`src/rtl/fmps_pkg.sv`:
```
`default_nettype none
package fmps_pkg;
  // ==========================================================
  // Clock and time base
  // ==========================================================
  localparam int CLK_HZ          = 25_000_000;
  localparam int MS_CYCLES       = CLK_HZ / 1000;   // One millisecond
  localparam int BROWNOUT_MS     = 30;
  localparam int SUSPEND_MS      = 6;
  localparam int SUSPEND_BURST_MS = 97;
  localparam int DISCONNECT_MS   = 28;
  localparam int RESTART_MS      = 800;
  localparam int OPP_RUN_MS      = 200;
  localparam int OPP_START_MS    = 40;
  localparam int OVP_PULSES      = 4;
  localparam int MAX_ON_NS       = 55_000;
  localparam int MAX_ON_CYCLES   = MAX_ON_NS / 40;  // Round down
  localparam int FLOOR_HZ        = 25_000;
  localparam int MAX_PERIOD_CYC  = CLK_HZ / FLOOR_HZ; // 25 kHz floor
  localparam int MIN_PERIOD_CYC  = 200;             // Frequency ceiling
  // ==========================================================
  // Mains level coding
  // ==========================================================
  localparam int LEVEL_W         = 10;
  localparam logic [9:0] BROWNIN_LEVEL    = 10'h100;
  localparam logic [9:0] BROWNOUT_LEVEL   = 10'h0E0;
  localparam logic [9:0] MAINS_HIGH_LEVEL = 10'h200;
  // ==========================================================
  // Enumerations
  // ==========================================================
  typedef enum logic [1:0] {
    MODE_QR, MODE_DCM, MODE_FR, MODE_BURST
  } fmps_mode_t;
  typedef enum logic [2:0] {
    PROT_NONE, PROT_AUXOPEN, PROT_BROWNOUT, PROT_RESTART,
    PROT_LATCH, PROT_UNDERVOLTAGE_LOCKOUT
  } fmps_prot_t;
  typedef enum {
    ST_WAIT, ST_RUN, ST_STOP
  } fmps_state_t;
endpackage
`default_nettype wire

```
`src/rtl/fmps_ms_timer.sv`:
```
`timescale 1ns/1ns
`default_nettype none
module fmps_ms_timer (
  input  wire logic        clk,
  input  wire logic        reset_n,
  input  wire logic        msTick,
  input  wire logic        clear,
  input  wire logic        run,
  input  wire logic [9:0]  limit,
  output logic             done
);
  logic [9:0] count_reg;
  // ==========================================================
  // Millisecond counter, saturates at the limit
  // ==========================================================
  always_ff @(posedge clk) begin
    if (!reset_n || clear || !run) begin
      count_reg <= 10'h000;
    end else if (msTick && count_reg < limit) begin
      count_reg <= count_reg + 10'h001;
    end
  end
  assign done = run && (count_reg >= limit);
endmodule
`default_nettype wire

```
`src/rtl/fmps_supervisor.sv`:
```
`timescale 1ns/1ns
`default_nettype none
// Behaviour
// - Sample mains every millisecond by grounding the sense pin and reading current.
// - Switching may begin only after mains exceeds brownin.
// - Mains below brownout 30 ms unbroken flags brownout, stops switching.
// - Upward crossing of brownin or mains-high level marks positive slope.
// - After mains detect, suspend sampling 6 ms, or 97 ms in burst; the 28 ms disconnect grounds the sense pin before 97 ms ends.
// - No positive slope for 28 ms: disconnected, ground sense pin continuously.
// - Quasi-resonant: new cycle only after demagnetisation and valley; the code also starts one without them at the 25 kHz floor.
// - At maximum frequency, go discontinuous and skip valleys.
// - Frequency reduction: oscillator period down to 25 kHz, minimum peak, valleys.
// - Burst mode keeps in-burst switching at or above 25 kHz.
// - Split cycle into phases: on-time current, later aux voltage.
// - Any protection stops switching, then restart or latch.
// - Per-protection responses: wait, 800 ms safe restart, or latch.
// - Regulate supply while stopped except aux-open.
// - Mains removal clears latch or cuts short safe restart.
// - Sense above peak-limit reference ends gate drive for that cycle.
// - Sense above overpower reference runs counter; 200 ms trips time-out.
// - Start-up: 100 % cap, 40 ms; after feedback below 5 V, 150 %, 200 ms.
// - Overpower together with undervoltage lockout trips immediately.
// - Overvoltage latches after four consecutive gate pulses with condition.
// - After safe restart, resume only if mains exceeds brownin.
// - Latched off stays off while mains present.
module fmps_supervisor (
  input  wire logic             clk,
  input  wire logic             reset_n,
  input  wire logic [9:0]       mainsLevel,
  input  wire logic             levelValid,
  output logic                  senseGround,
  output logic                  supplyRegulate,
  input  wire logic             supplyAboveStart,
  input  wire logic             undervoltageLockout,
  input  wire logic             auxOpen,
  input  wire logic             overTemp,
  input  wire logic             auxOverVoltage,
  input  wire logic             demagDone,
  input  wire logic             valleyDetect,
  input  wire logic             peakLimitTrip,
  input  wire logic             overpowerTimerTrip,
  input  wire logic             feedbackBelow5V,
  input  wire fmps_pkg::fmps_mode_t loadMode,
  input  wire logic [10:0]      vcoPeriod,
  output logic                  gateDrive,
  output logic                  auxCurrentPhase,
  output logic                  overpowerCap150,
  output logic                  minPeakHold,
  output logic                  brownoutFlag,
  output logic                  mainsPresent,
  output fmps_pkg::fmps_prot_t protCause
);
  import fmps_pkg::*;
  // ==========================================================
  // Millisecond tick from the single reference clock
  // ==========================================================
  logic [14:0] divCount_reg;
  logic        msTick;
  always_ff @(posedge clk) begin
    if (!reset_n || divCount_reg == 15'(MS_CYCLES - 1)) begin
      divCount_reg <= 15'h0000;
    end else begin
      divCount_reg <= divCount_reg + 15'h0001;
    end
  end
  assign msTick = (divCount_reg == 15'(MS_CYCLES - 1));
  // ==========================================================
  // Mains sampling and slope detection
  // ==========================================================
  logic [9:0]  prevLevel_reg;
  logic        aboveBrownin_reg;
  logic        slope;
  logic        sampling;
  logic        suspendRun_reg;
  logic        suspendDone;
  logic        slopeMissing;
  logic        lowTimeout;
  logic        lowRun;
  logic        sampleSeen_reg;
  // Sense pin grounded for a sample, or held while disconnected
  assign sampling = msTick && !suspendRun_reg;
  assign senseGround = sampling || slopeMissing;
  // Upward crossing of either threshold between two samples
  assign slope = levelValid && sampleSeen_reg &&
    ((prevLevel_reg < BROWNIN_LEVEL && mainsLevel >= BROWNIN_LEVEL) ||
     (prevLevel_reg < MAINS_HIGH_LEVEL &&
      mainsLevel >= MAINS_HIGH_LEVEL));
  always_ff @(posedge clk) begin
    if (!reset_n) begin
      prevLevel_reg    <= 10'h000;
      aboveBrownin_reg <= 1'b0;
      sampleSeen_reg   <= 1'b0;
    end else if (levelValid) begin
      prevLevel_reg    <= mainsLevel;
      sampleSeen_reg   <= 1'b1;
      aboveBrownin_reg <= (mainsLevel >= BROWNIN_LEVEL);
    end
  end
  // Sampling pause after mains seen; longer in burst to save power
  always_ff @(posedge clk) begin
    if (!reset_n) begin
      suspendRun_reg <= 1'b0;
    end else if (slope) begin
      suspendRun_reg <= 1'b1;
    end else if (suspendDone) begin
      suspendRun_reg <= 1'b0;
    end
  end
  fmps_ms_timer uSuspend (
    .clk     (clk),
    .reset_n (reset_n),
    .msTick  (msTick),
    .clear   (slope),
    .run     (suspendRun_reg),
    .limit   (loadMode == MODE_BURST ? 10'(SUSPEND_BURST_MS)
                                      : 10'(SUSPEND_MS)),
    .done    (suspendDone)
  );
  // Disconnect: 28 ms without a rising slope
  fmps_ms_timer uDisconnect (
    .clk     (clk),
    .reset_n (reset_n),
    .msTick  (msTick),
    .clear   (slope),
    .run     (1'b1),
    .limit   (10'(DISCONNECT_MS)),
    .done    (slopeMissing)
  );
  assign mainsPresent = !slopeMissing;
  // Brownout: zero crossings are short, so only 30 ms unbroken counts
  assign lowRun = sampleSeen_reg && prevLevel_reg < BROWNOUT_LEVEL;
  fmps_ms_timer uBrownout (
    .clk     (clk),
    .reset_n (reset_n),
    .msTick  (msTick),
    .clear   (1'b0),
    .run     (lowRun),
    .limit   (10'(BROWNOUT_MS)),
    .done    (lowTimeout)
  );
  // ==========================================================
  // Protection state machine
  // ==========================================================
  fmps_state_t state_reg;
  fmps_prot_t  cause_reg;
  logic        restartDone;
  logic        oppTimeout;
  logic        maxOnTrip;
  logic        ovpTrip;
  logic        anyTrip;
  fmps_prot_t  tripCause;
  always_comb begin
    tripCause = PROT_NONE;
    if (overTemp || ovpTrip) begin
      tripCause = PROT_LATCH;
    end else if (oppTimeout || maxOnTrip ||
                 (overpowerTimerTrip && undervoltageLockout)) begin
      tripCause = PROT_RESTART;
    end else if (auxOpen) begin
      tripCause = PROT_AUXOPEN;
    end else if (lowTimeout) begin
      tripCause = PROT_BROWNOUT;
    end else if (undervoltageLockout) begin
      tripCause = PROT_UNDERVOLTAGE_LOCKOUT;
    end
  end
  assign anyTrip = (tripCause != PROT_NONE);
  always_ff @(posedge clk) begin
    if (!reset_n) begin
      state_reg <= ST_WAIT;
      cause_reg <= PROT_NONE;
    end else begin
      case (state_reg)
        ST_WAIT: begin
          if (aboveBrownin_reg && supplyAboveStart && !anyTrip) begin
            state_reg <= ST_RUN;
          end
        end
        ST_RUN: begin
          if (anyTrip) begin
            state_reg <= ST_STOP;
            cause_reg <= tripCause;
          end
        end
        ST_STOP: begin
          case (cause_reg)
            PROT_AUXOPEN:  if (!auxOpen) state_reg <= ST_WAIT;
            PROT_BROWNOUT: if (aboveBrownin_reg) state_reg <= ST_WAIT;
            PROT_UNDERVOLTAGE_LOCKOUT:     if (supplyAboveStart) state_reg <= ST_WAIT;
            // Only removal of mains ends a latch or cuts restart short
            PROT_RESTART:  if (restartDone || slopeMissing)
                             state_reg <= ST_WAIT;
            PROT_LATCH:    if (slopeMissing) state_reg <= ST_WAIT;
            default:       state_reg <= ST_WAIT;
          endcase
        end
        default: state_reg <= ST_WAIT;
      endcase
    end
  end
  fmps_ms_timer uRestart (
    .clk     (clk),
    .reset_n (reset_n),
    .msTick  (msTick),
    .clear   (1'b0),
    .run     (state_reg == ST_STOP && cause_reg == PROT_RESTART),
    .limit   (10'(RESTART_MS)),
    .done    (restartDone)
  );
  assign protCause = (state_reg == ST_STOP) ? cause_reg : PROT_NONE;
  assign brownoutFlag = (protCause == PROT_BROWNOUT);
  // Supply held up from the sense pin while not running, unless aux open
  assign supplyRegulate = (state_reg != ST_RUN) &&
                          (protCause != PROT_AUXOPEN);
  // ==========================================================
  // Overpower: start-up cap and time-out length
  // ==========================================================
  logic started_reg;
  always_ff @(posedge clk) begin
    if (!reset_n || state_reg != ST_RUN) begin
      started_reg <= 1'b0;
    end else if (feedbackBelow5V) begin
      started_reg <= 1'b1;
    end
  end
  assign overpowerCap150 = started_reg;
  fmps_ms_timer uOverpower (
    .clk     (clk),
    .reset_n (reset_n),
    .msTick  (msTick),
    .clear   (1'b0),
    .run     (overpowerTimerTrip && state_reg == ST_RUN),
    .limit   (started_reg ? 10'(OPP_RUN_MS) : 10'(OPP_START_MS)),
    .done    (oppTimeout)
  );
  // ==========================================================
  // Switching cycle: on, demag, valley wait, next
  // ==========================================================
  logic [10:0] period_reg;
  logic [10:0] onCount_reg;
  logic        onPhase_reg;
  logic        demagSeen_reg;
  logic [10:0] minPeriod;
  logic        startOk;
  // Frequency reduction takes the oscillator period; other modes keep ceiling
  assign minPeriod = (loadMode == MODE_FR) ? vcoPeriod
                                           : 11'(MIN_PERIOD_CYC);
  assign startOk = (demagSeen_reg && valleyDetect && period_reg >= minPeriod)
                   || period_reg >= 11'(MAX_PERIOD_CYC);
  assign maxOnTrip = onPhase_reg && onCount_reg >= 11'(MAX_ON_CYCLES);
  always_ff @(posedge clk) begin
    if (!reset_n || state_reg != ST_RUN || anyTrip) begin
      onPhase_reg   <= 1'b0;
      onCount_reg   <= 11'h000;
      period_reg    <= 11'h000;
      demagSeen_reg <= 1'b0;
    end else if (onPhase_reg) begin
      period_reg  <= period_reg + 11'h001;
      onCount_reg <= onCount_reg + 11'h001;
      if (peakLimitTrip) begin
        onPhase_reg <= 1'b0;
      end
    end else begin
      if (period_reg != 11'h7FF) begin
        period_reg <= period_reg + 11'h001;
      end
      if (demagDone) begin
        demagSeen_reg <= 1'b1;
      end
      if (startOk || period_reg == 11'h000) begin
        onPhase_reg   <= 1'b1;
        onCount_reg   <= 11'h000;
        period_reg    <= 11'h000;
        demagSeen_reg <= 1'b0;
      end
    end
  end
  assign gateDrive = onPhase_reg && !peakLimitTrip;
  assign auxCurrentPhase = onPhase_reg;
  assign minPeakHold = (loadMode == MODE_FR);
  // ==========================================================
  // Overvoltage: four gate pulses in a row
  // ==========================================================
  logic [2:0] ovpCount_reg;
  logic       onPrev_reg;
  always_ff @(posedge clk) begin
    if (!reset_n || state_reg != ST_RUN) begin
      ovpCount_reg <= 3'h0;
      onPrev_reg   <= 1'b0;
    end else begin
      onPrev_reg <= onPhase_reg;
      if (!onPhase_reg && demagSeen_reg == 1'b0 && onPrev_reg) begin
        if (auxOverVoltage) begin
          ovpCount_reg <= ovpCount_reg + 3'h1;
        end else begin
          ovpCount_reg <= 3'h0;
        end
      end
    end
  end
  assign ovpTrip = (ovpCount_reg == 3'(OVP_PULSES));
  // ==========================================================
  // Checks
  // ==========================================================
  a_gate_stopped: assert property (@(posedge clk) disable iff (!reset_n)
    state_reg != ST_RUN |-> !gateDrive)
    else $error("gate active while stopped");
  a_peak_limit: assert property (@(posedge clk) disable iff (!reset_n)
    peakLimitTrip |-> !gateDrive ##1 !gateDrive)
    else $error("gate not ended by peak limit");
  a_disconnect_ground: assert property (@(posedge clk)
    disable iff (!reset_n) slopeMissing |-> senseGround)
    else $error("sense pin not grounded");
  a_start_brownin: assert property (@(posedge clk) disable iff (!reset_n)
    $rose(state_reg == ST_RUN) |-> $past(aboveBrownin_reg))
    else $error("start without brownin");
  a_latch_held: assert property (@(posedge clk) disable iff (!reset_n)
    (protCause == PROT_LATCH && !slopeMissing) |=> state_reg == ST_STOP)
    else $error("latch left with mains present");
  a_ovp_latch: assert property (@(posedge clk) disable iff (!reset_n)
    (ovpTrip && state_reg == ST_RUN) |=> protCause == PROT_LATCH)
    else $error("overvoltage not latched");
  a_opp_undervoltage_lockout: assert property (@(posedge clk) disable iff (!reset_n)
    (state_reg == ST_RUN && overpowerTimerTrip && undervoltageLockout
     && !overTemp && !ovpTrip) |=> protCause == PROT_RESTART)
    else $error("overpower with lockout missed");
  a_regulate_aux: assert property (@(posedge clk) disable iff (!reset_n)
    protCause == PROT_AUXOPEN |-> !supplyRegulate)
    else $error("regulating with aux open");
  a_max_on: assert property (@(posedge clk) disable iff (!reset_n)
    (maxOnTrip && state_reg == ST_RUN && !overTemp && !ovpTrip)
    |=> protCause == PROT_RESTART)
    else $error("max on-time not handled");
  c_run: cover property (@(posedge clk) state_reg == ST_RUN);
  c_latch: cover property (@(posedge clk) protCause == PROT_LATCH);
  c_restart: cover property (@(posedge clk) $fell(restartDone));
  c_slope: cover property (@(posedge clk) slope);
endmodule
`default_nettype wire

```
`config.mk`:
```
export PLATFORM = sky130hd
export DESIGN_NAME = fmps_supervisor
export DESIGN_NICKNAME = d
export VERILOG_FILES = /design/src/rtl/fmps_pkg.sv /design/src/rtl/fmps_ms_timer.sv /design/src/rtl/fmps_supervisor.sv
export SDC_FILE = /design/constraint.sdc
export NUM_CORES = 1
export LEC_CHECK = 0
export CAP_MARGIN = 30
export CORE_MARGIN = 3
export CORE_UTILIZATION = 30
export CTS_CLUSTER_DIAMETER = 80
export DETAILED_ROUTE_END_ITERATION = 16
export DONT_BUFFER_PORTS = 1
export SYNTH_ARGS = -nofsm -noshare
export SYNTH_HDL_FRONTEND = slang
export SYNTH_HIERARCHICAL = 1
export SYNTH_SLANG_ARGS = --single-unit
```
`constraint.sdc`:
```
create_clock -name clk -period 3 [get_ports clk]
set_input_delay 0.75 -clock clk [delete_from_list [all_inputs] [get_ports clk]]
set_output_delay 0.75 -clock clk [all_outputs]
set_load 0.01 [all_outputs]
```
# Yosys cells after proc, flatten, opt, wreduce, memory -nomap -nowiden
# Index checks and enable logic that the tools add are counted.
totals:
  reg_bits: 142
  in_bits: 36
  out_inout_bits: 11
  elab_cells: 165
classes:
  n_addsub: 9
  order_cmp: 18
  n_eq_ne: 24
  mux: 31
  n_bitwise: 2
  reduce_logical: 62
ops:
  columns: ["cell", "n"]
  rows:
  - ["$mux W32", 7]
  - ["$pmux W32 S5", 1]
  - ["$pmux W32 S3", 1]
  - ["$mux W11", 6]
  - ["$eq A32 B2 Y1 const B", 2]
  - ["$add A10 B1 Y10 const B", 5]
  - ["$eq A32 B1 Y1 const B", 1]
  - ["$eq A32 B3 Y1 const B", 1]
  - ["$logic_not A32 Y1", 1]
  - ["$ne A32 B2 Y1 const B", 1]
  - ["$logic_and A1 B1 Y1", 27]
  - ["$add A11 B1 Y11 const B", 2]
  - ["$mux W3", 7]
  - ["$ge A10 B10 Y1 const B", 2]
  - ["$ge A10 B5 Y1 const B", 2]
  - ["$lt A10 B10 Y1 const B", 2]
  - ["$lt A10 B5 Y1 const B", 2]
  - ["$logic_or A1 B1 Y1", 16]
  - ["$add A15 B1 Y15 const B", 1]
  - ["$eq A15 B15 Y1 const B", 1]
  - ["$ne A3 B3 Y1 const B", 5]
  - ["$ge A11 B10 Y1 const B", 1]
  - ["$ge A11 B11 Y1", 1]
  - ["$ge A11 B11 Y1 const B", 1]
  - ["other kinds (25)", 50]

# Logic depth before layout (Yosys ltp)
logic_depth:
  depth_word: 12
  depth_mapped: 13

# Modules after synthesis
# Netlist, hierarchy kept.
by_module_without_submodules:
  columns: ["module", "instances", "cells_per_inst", "area_each_um2", "seq_area_each_um2"]
  rows:
  - ["fmps_ms_timer", 5, 96, 805.8, 200.2]
  - ["fmps_supervisor", 1, 375, 3064.2, 1141.1]

# Least setup slack after synthesis
# No wires, ideal clock.
synth_timing:
  path_kind: "input port to flip-flop"
  startpoint: "input loadMode[0]"
  endpoint: "register demagSeen_reg"
  setup_time_ns: 0.064
  arrival_time_ns: 2.704
  required_time_ns: 2.936
  setup_slack_ns: 0.232
  stages: 10
  path_buffers: 1
  cell_sequence: "nand2b_1 > clkinv_1 > and2_1 > ha_1 > nand2b_1 > a211o_1 > a21oi_2 > o211ai_2 > buf_6 > nor2_1"
synth_via:
  elab_chain_len: 8
synth_lines:
  columns: ["item", "line_no", "rtl"]
  rows:
  - ["start: declaration", "fmps_supervisor.sv:43", "input wire fmps_pkg::fmps_mode_t loadMode,"]
  - ["$eq A2 B2 Y1 *", null, null]
  - ["named net minPeakHold", "fmps_supervisor.sv:48", "output logic minPeakHold,"]
  - ["$mux W11 *", "fmps_supervisor.sv:246", "assign minPeriod = (loadMode == MODE_FR) ? vcoPeriod"]
  - ["$ge A11 B11 Y1 *", "fmps_supervisor.sv:248", "assign startOk = (demagSeen_reg && valleyDetect && period_reg >= minPeriod)"]
  - ["$logic_and A1 B1 Y1 *", "fmps_supervisor.sv:248", null]
  - ["$logic_or A1 B1 Y1 *", "fmps_supervisor.sv:249", "|| period_reg >= 11'(MAX_PERIOD_CYC);"]
  - ["$logic_or A1 B1 Y1 *", "fmps_supervisor.sv:270", "if (startOk || period_reg == 11'h000) begin"]
  - ["$reduce_bool A2 Y1 (no source line)", null, null]
  - ["$reduce_and A2 Y1 (no source line)", null, null]
  - ["end signal: assignment", "fmps_supervisor.sv:256", "demagSeen_reg <= 1'b0;"]
  - ["end signal: assignment", "fmps_supervisor.sv:268", "demagSeen_reg <= 1'b1;"]
  - ["end signal: assignment", "fmps_supervisor.sv:274", "demagSeen_reg <= 1'b0;"]
  - ["end: declaration", "fmps_supervisor.sv:242", "logic demagSeen_reg;"]
# Mark *: on every way through the listed nets, which the timed path passes. The rest lies on a longest branch.
# A chain may end at the register's enable or synchronous reset.

# Worst setup path after layout
layout_timing:
  startpoint: "register uDisconnect.count_reg[7]"
  endpoint: "output mainsPresent"
layout_via:
  elab_chain_len: 2
layout_lines:
  columns: ["item", "line_no", "rtl"]
  rows:
  - ["start: declaration", "fmps_ms_timer.sv:12", "logic [9:0] count_reg;"]
  - ["start signal: assignment", "fmps_ms_timer.sv:20", "count_reg <= count_reg + 10'h001;"]
  - ["$ge A10 B5 Y1", "fmps_ms_timer.sv:23", "assign done = run && (count_reg >= limit);"]
  - ["named net slopeMissing", "fmps_supervisor.sv:76", "logic slopeMissing;"]
  - ["$logic_not A1 Y1", "fmps_supervisor.sv:129", "assign mainsPresent = !slopeMissing;"]
  - ["end: declaration", "fmps_supervisor.sv:50", "output logic mainsPresent,"]
# The timed path passes the listed nets, and every way through them passes these cells.

==> flow_summary.yaml <==
status:
  status: "complete, no violations"
yosys:
  synth_top_area_share_pct: 30.2
  synth_common_cells: "dfxtp_1 (107), nor2_1 (100), nand2_1 (93)"
  ys_async_sr_fraction_pct: 0
  synth.distinct_cells: 63
  avgSynthCellArea_um2: 8.30
  netlist_area_um2: 7090
  yosys.area.top_type: "dfxtp_1"
  synth_cells: 855
  synth_ff_type: "dfxtp_1"
  synth_most_common_cell: "dfxtp_1"
  ys_seq_elements: 107
  yosys_warnings: 6
  synthTopCellsByArea: "dfxtp_1 (30%), ha_1 (13%), nor2_1 (5.3%), nand2_1 (4.9%), inv_1 (4.0%)"
  synth-edff-count: 0
  seq_area_frac_synth_pct: 30.2
die:
  start_util_pct: 31.0
  core_area_um2: 22900
  die_h_um: 160
  floorplan.die_area_um2: 25500
  std_cell_rows: 55
  die_width_um: 160
  num_io_pins: 47
layout:
  insertedDiodeCount: 0
  fin_area_um2: 8140
  drive_above_1_share_pct: 10.9
  finalNonFillerCells: 1255
  utilization_pct: 35.5
  fin_nets: 1045
  largest_reg_flops: 15
  syn2layout_area_growth_pct: 14.7
placement:
  gp_congestion: 0.774
  portBuffers: 0
  dp_slack_ps: 108
  hpwl_mm: 12.1
  dp.cells: 1237
  postPlaceCellArea_um2: 7800
clocking:
  clock_path_buffers: 2
  cts.sinks: 107
  clock_latency_ps: 350
  h-tree-depth: 3
  postCtsHoldBufs: 0
  clk_pin_slew_worst_paths_ps: 70
  clockRootBuffer: "clkbuf_16"
  cts_inserted_buffers: 9
  cts_tree: "yes"
grt:
  antenna_found_initial: 0
  first_global_vias: 5561
  overflow: 0
  grt_usage_pct: 12.3
  grt_pass1_wl_mm: 26.6
  grt_max_degree: 18
sta:
  fin_crit_ps: 2890
  worstMarginPinSlew_ps: 676
  fmax_ghz: 0.346
  rsz0062_at_grt: "true"
  finalCritPeriodShare_pct: 96.3
  setup_viol: 0
  fin_tns_setup_ps: 0
  relSlewSlack_pct: 54.8
  holdWs_ps: 457
  fin_skew_ps: 11.9
  slew_violations: 0
  finalHoldViolCount: 0
  fin_ws_ps: 111
critical_path:
  crit_fanout: 5
  cp-end-kind: "primary output"
  crit_chain: "ha_1 -> nand4_1 -> a211oi_2 -> a211oi_2 -> a21boi_2 -> inv_1 -> buf_4"
  worstReg2RegEnd: "onCount_reg[6]"
  slowest_stage: "a211oi_2"
  path_class: "flip-flop to primary output"
  rr_startpoint: "overpowerCap150"
  rrSetupSlack_ps: 260
  crit_arrival_ps: 2140
  worstSetupStartpointType: "flip-flop"
  required_ps: 2250
  reg2reg_depth: 12
  worst_path_largest_cell_delay_ps: 360
  critPathMostFrequentCell: "a211oi_2"
route:
  totalWireLength_mm: 15.3
  first_iter_violations: 255
  firstDrtPassIters: 5
  ant_nets: 0
  routedWlPerCell_um: 12.2
  via_per_inst: 4.77
  drc: 0
  vias: 5988
hold_path:
  hold_class: "flip-flop to flip-flop"
  hp-start: "divCount_reg[0]"
  whs_endpoint: "divCount_reg[0]"
  hold_depth: 1
power:
  p_leak_nw: 3.34
  power_mw: 2.81
  power_density_nw_per_um2: 345
  irDropWorstVdd_mv: 0.330
flow_run:
  max-cap-violations: 0
logic make-up (layout without fill, tap and decap cells):
family / count (synthesis) / count (layout) / synth area share, %
compound gates: 158 / 158 / 18.0
xor+xnor: 27 / 27 / 3.33
fa+ha+maj: 72 / 72 / 12.7
buf+inv: 86 / 113 / 4.69
flops: 107 / 107 / 30.2
mux: 27 / 27 / 3.81
other cells: 2 / 62 / 0.106
simple gates: 376 / 376 / 27.2
critical path, delay by kind of cell (launching register included):
kind	cells	cell delay, ps
adder cells (fa/ha/maj)	1	340
flip-flops	1	350
buffers and inverters	2	250
AO/OA/AOI/OAI	3	680
AND/OR/NAND/NOR	1	160
cell usage in the layout (no fill, tap or decap), drive strengths merged, types with 5 or more instances in the layout:
master,count
o211ai,9
nand2,93
and2,7
nand3,32
a2111oi,5
a211oi,16
nand4,32
dfxtp,107
nand2b,9
and4,22
buf,19
o21ai,25
a21oi,48
xor2,10
ha,72
or3,27
a21boi,5
and3,21
conb,62
or2,6
o21bai,5
nor3,7
a31o,20
o31ai,5
clkbuf,11
mux2i,27
inv,77
nor2,100
xnor2,17
per-layer routing:
layer | global-route usage [%] | vias to the layer above | part of all wire (%)
met3 | 1.76 | 15 | 2.6
met1 | 16.5 | 2736 | 50
li1 | - | 3183 | -
met4 | 3.82 | 0 | 1.7
met5 | 0 | - | 0
met2 | 20.4 | 54 | 46
cell type report:
cell class              count  area, um2
inverters                  78        293
well taps                 313        392
repair buffers             19        143
clock buffers              11        243
clock inverters             5       60.1
fillers                  2404      14800
flip-flops and latches    107       2140
multi-input cells         722       4860
timing repair:
action                     CTS  global route
buffers inserted             0             2
pin swaps                    0             1
gates cloned                 0             0
setup endpoints to repair    2            15
resized for setup            2             4
worst max path at each step:
stage / start / endpoint / depth (start not counted)
after detailed placement: loadMode[0] / period_reg[9] / 9
after global routing: uDisconnect/count_reg[7] / mainsPresent / 7
after CTS: uDisconnect/count_reg[5] / senseGround / 7
after global placement: loadMode[0] / period_reg[7] / 9
final: uDisconnect/count_reg[7] / mainsPresent / 7
after floorplan: loadMode[0] / demagSeen_reg / 10
power breakdown:
group	internal, mW	switching (mW)
Clock	0.674	0.547
Combinational	0.0588	0.0909
Sequential	1.43	0.00805
Total	2.16	0.646
No activity file was read; power rests on OpenSTA's default activity.
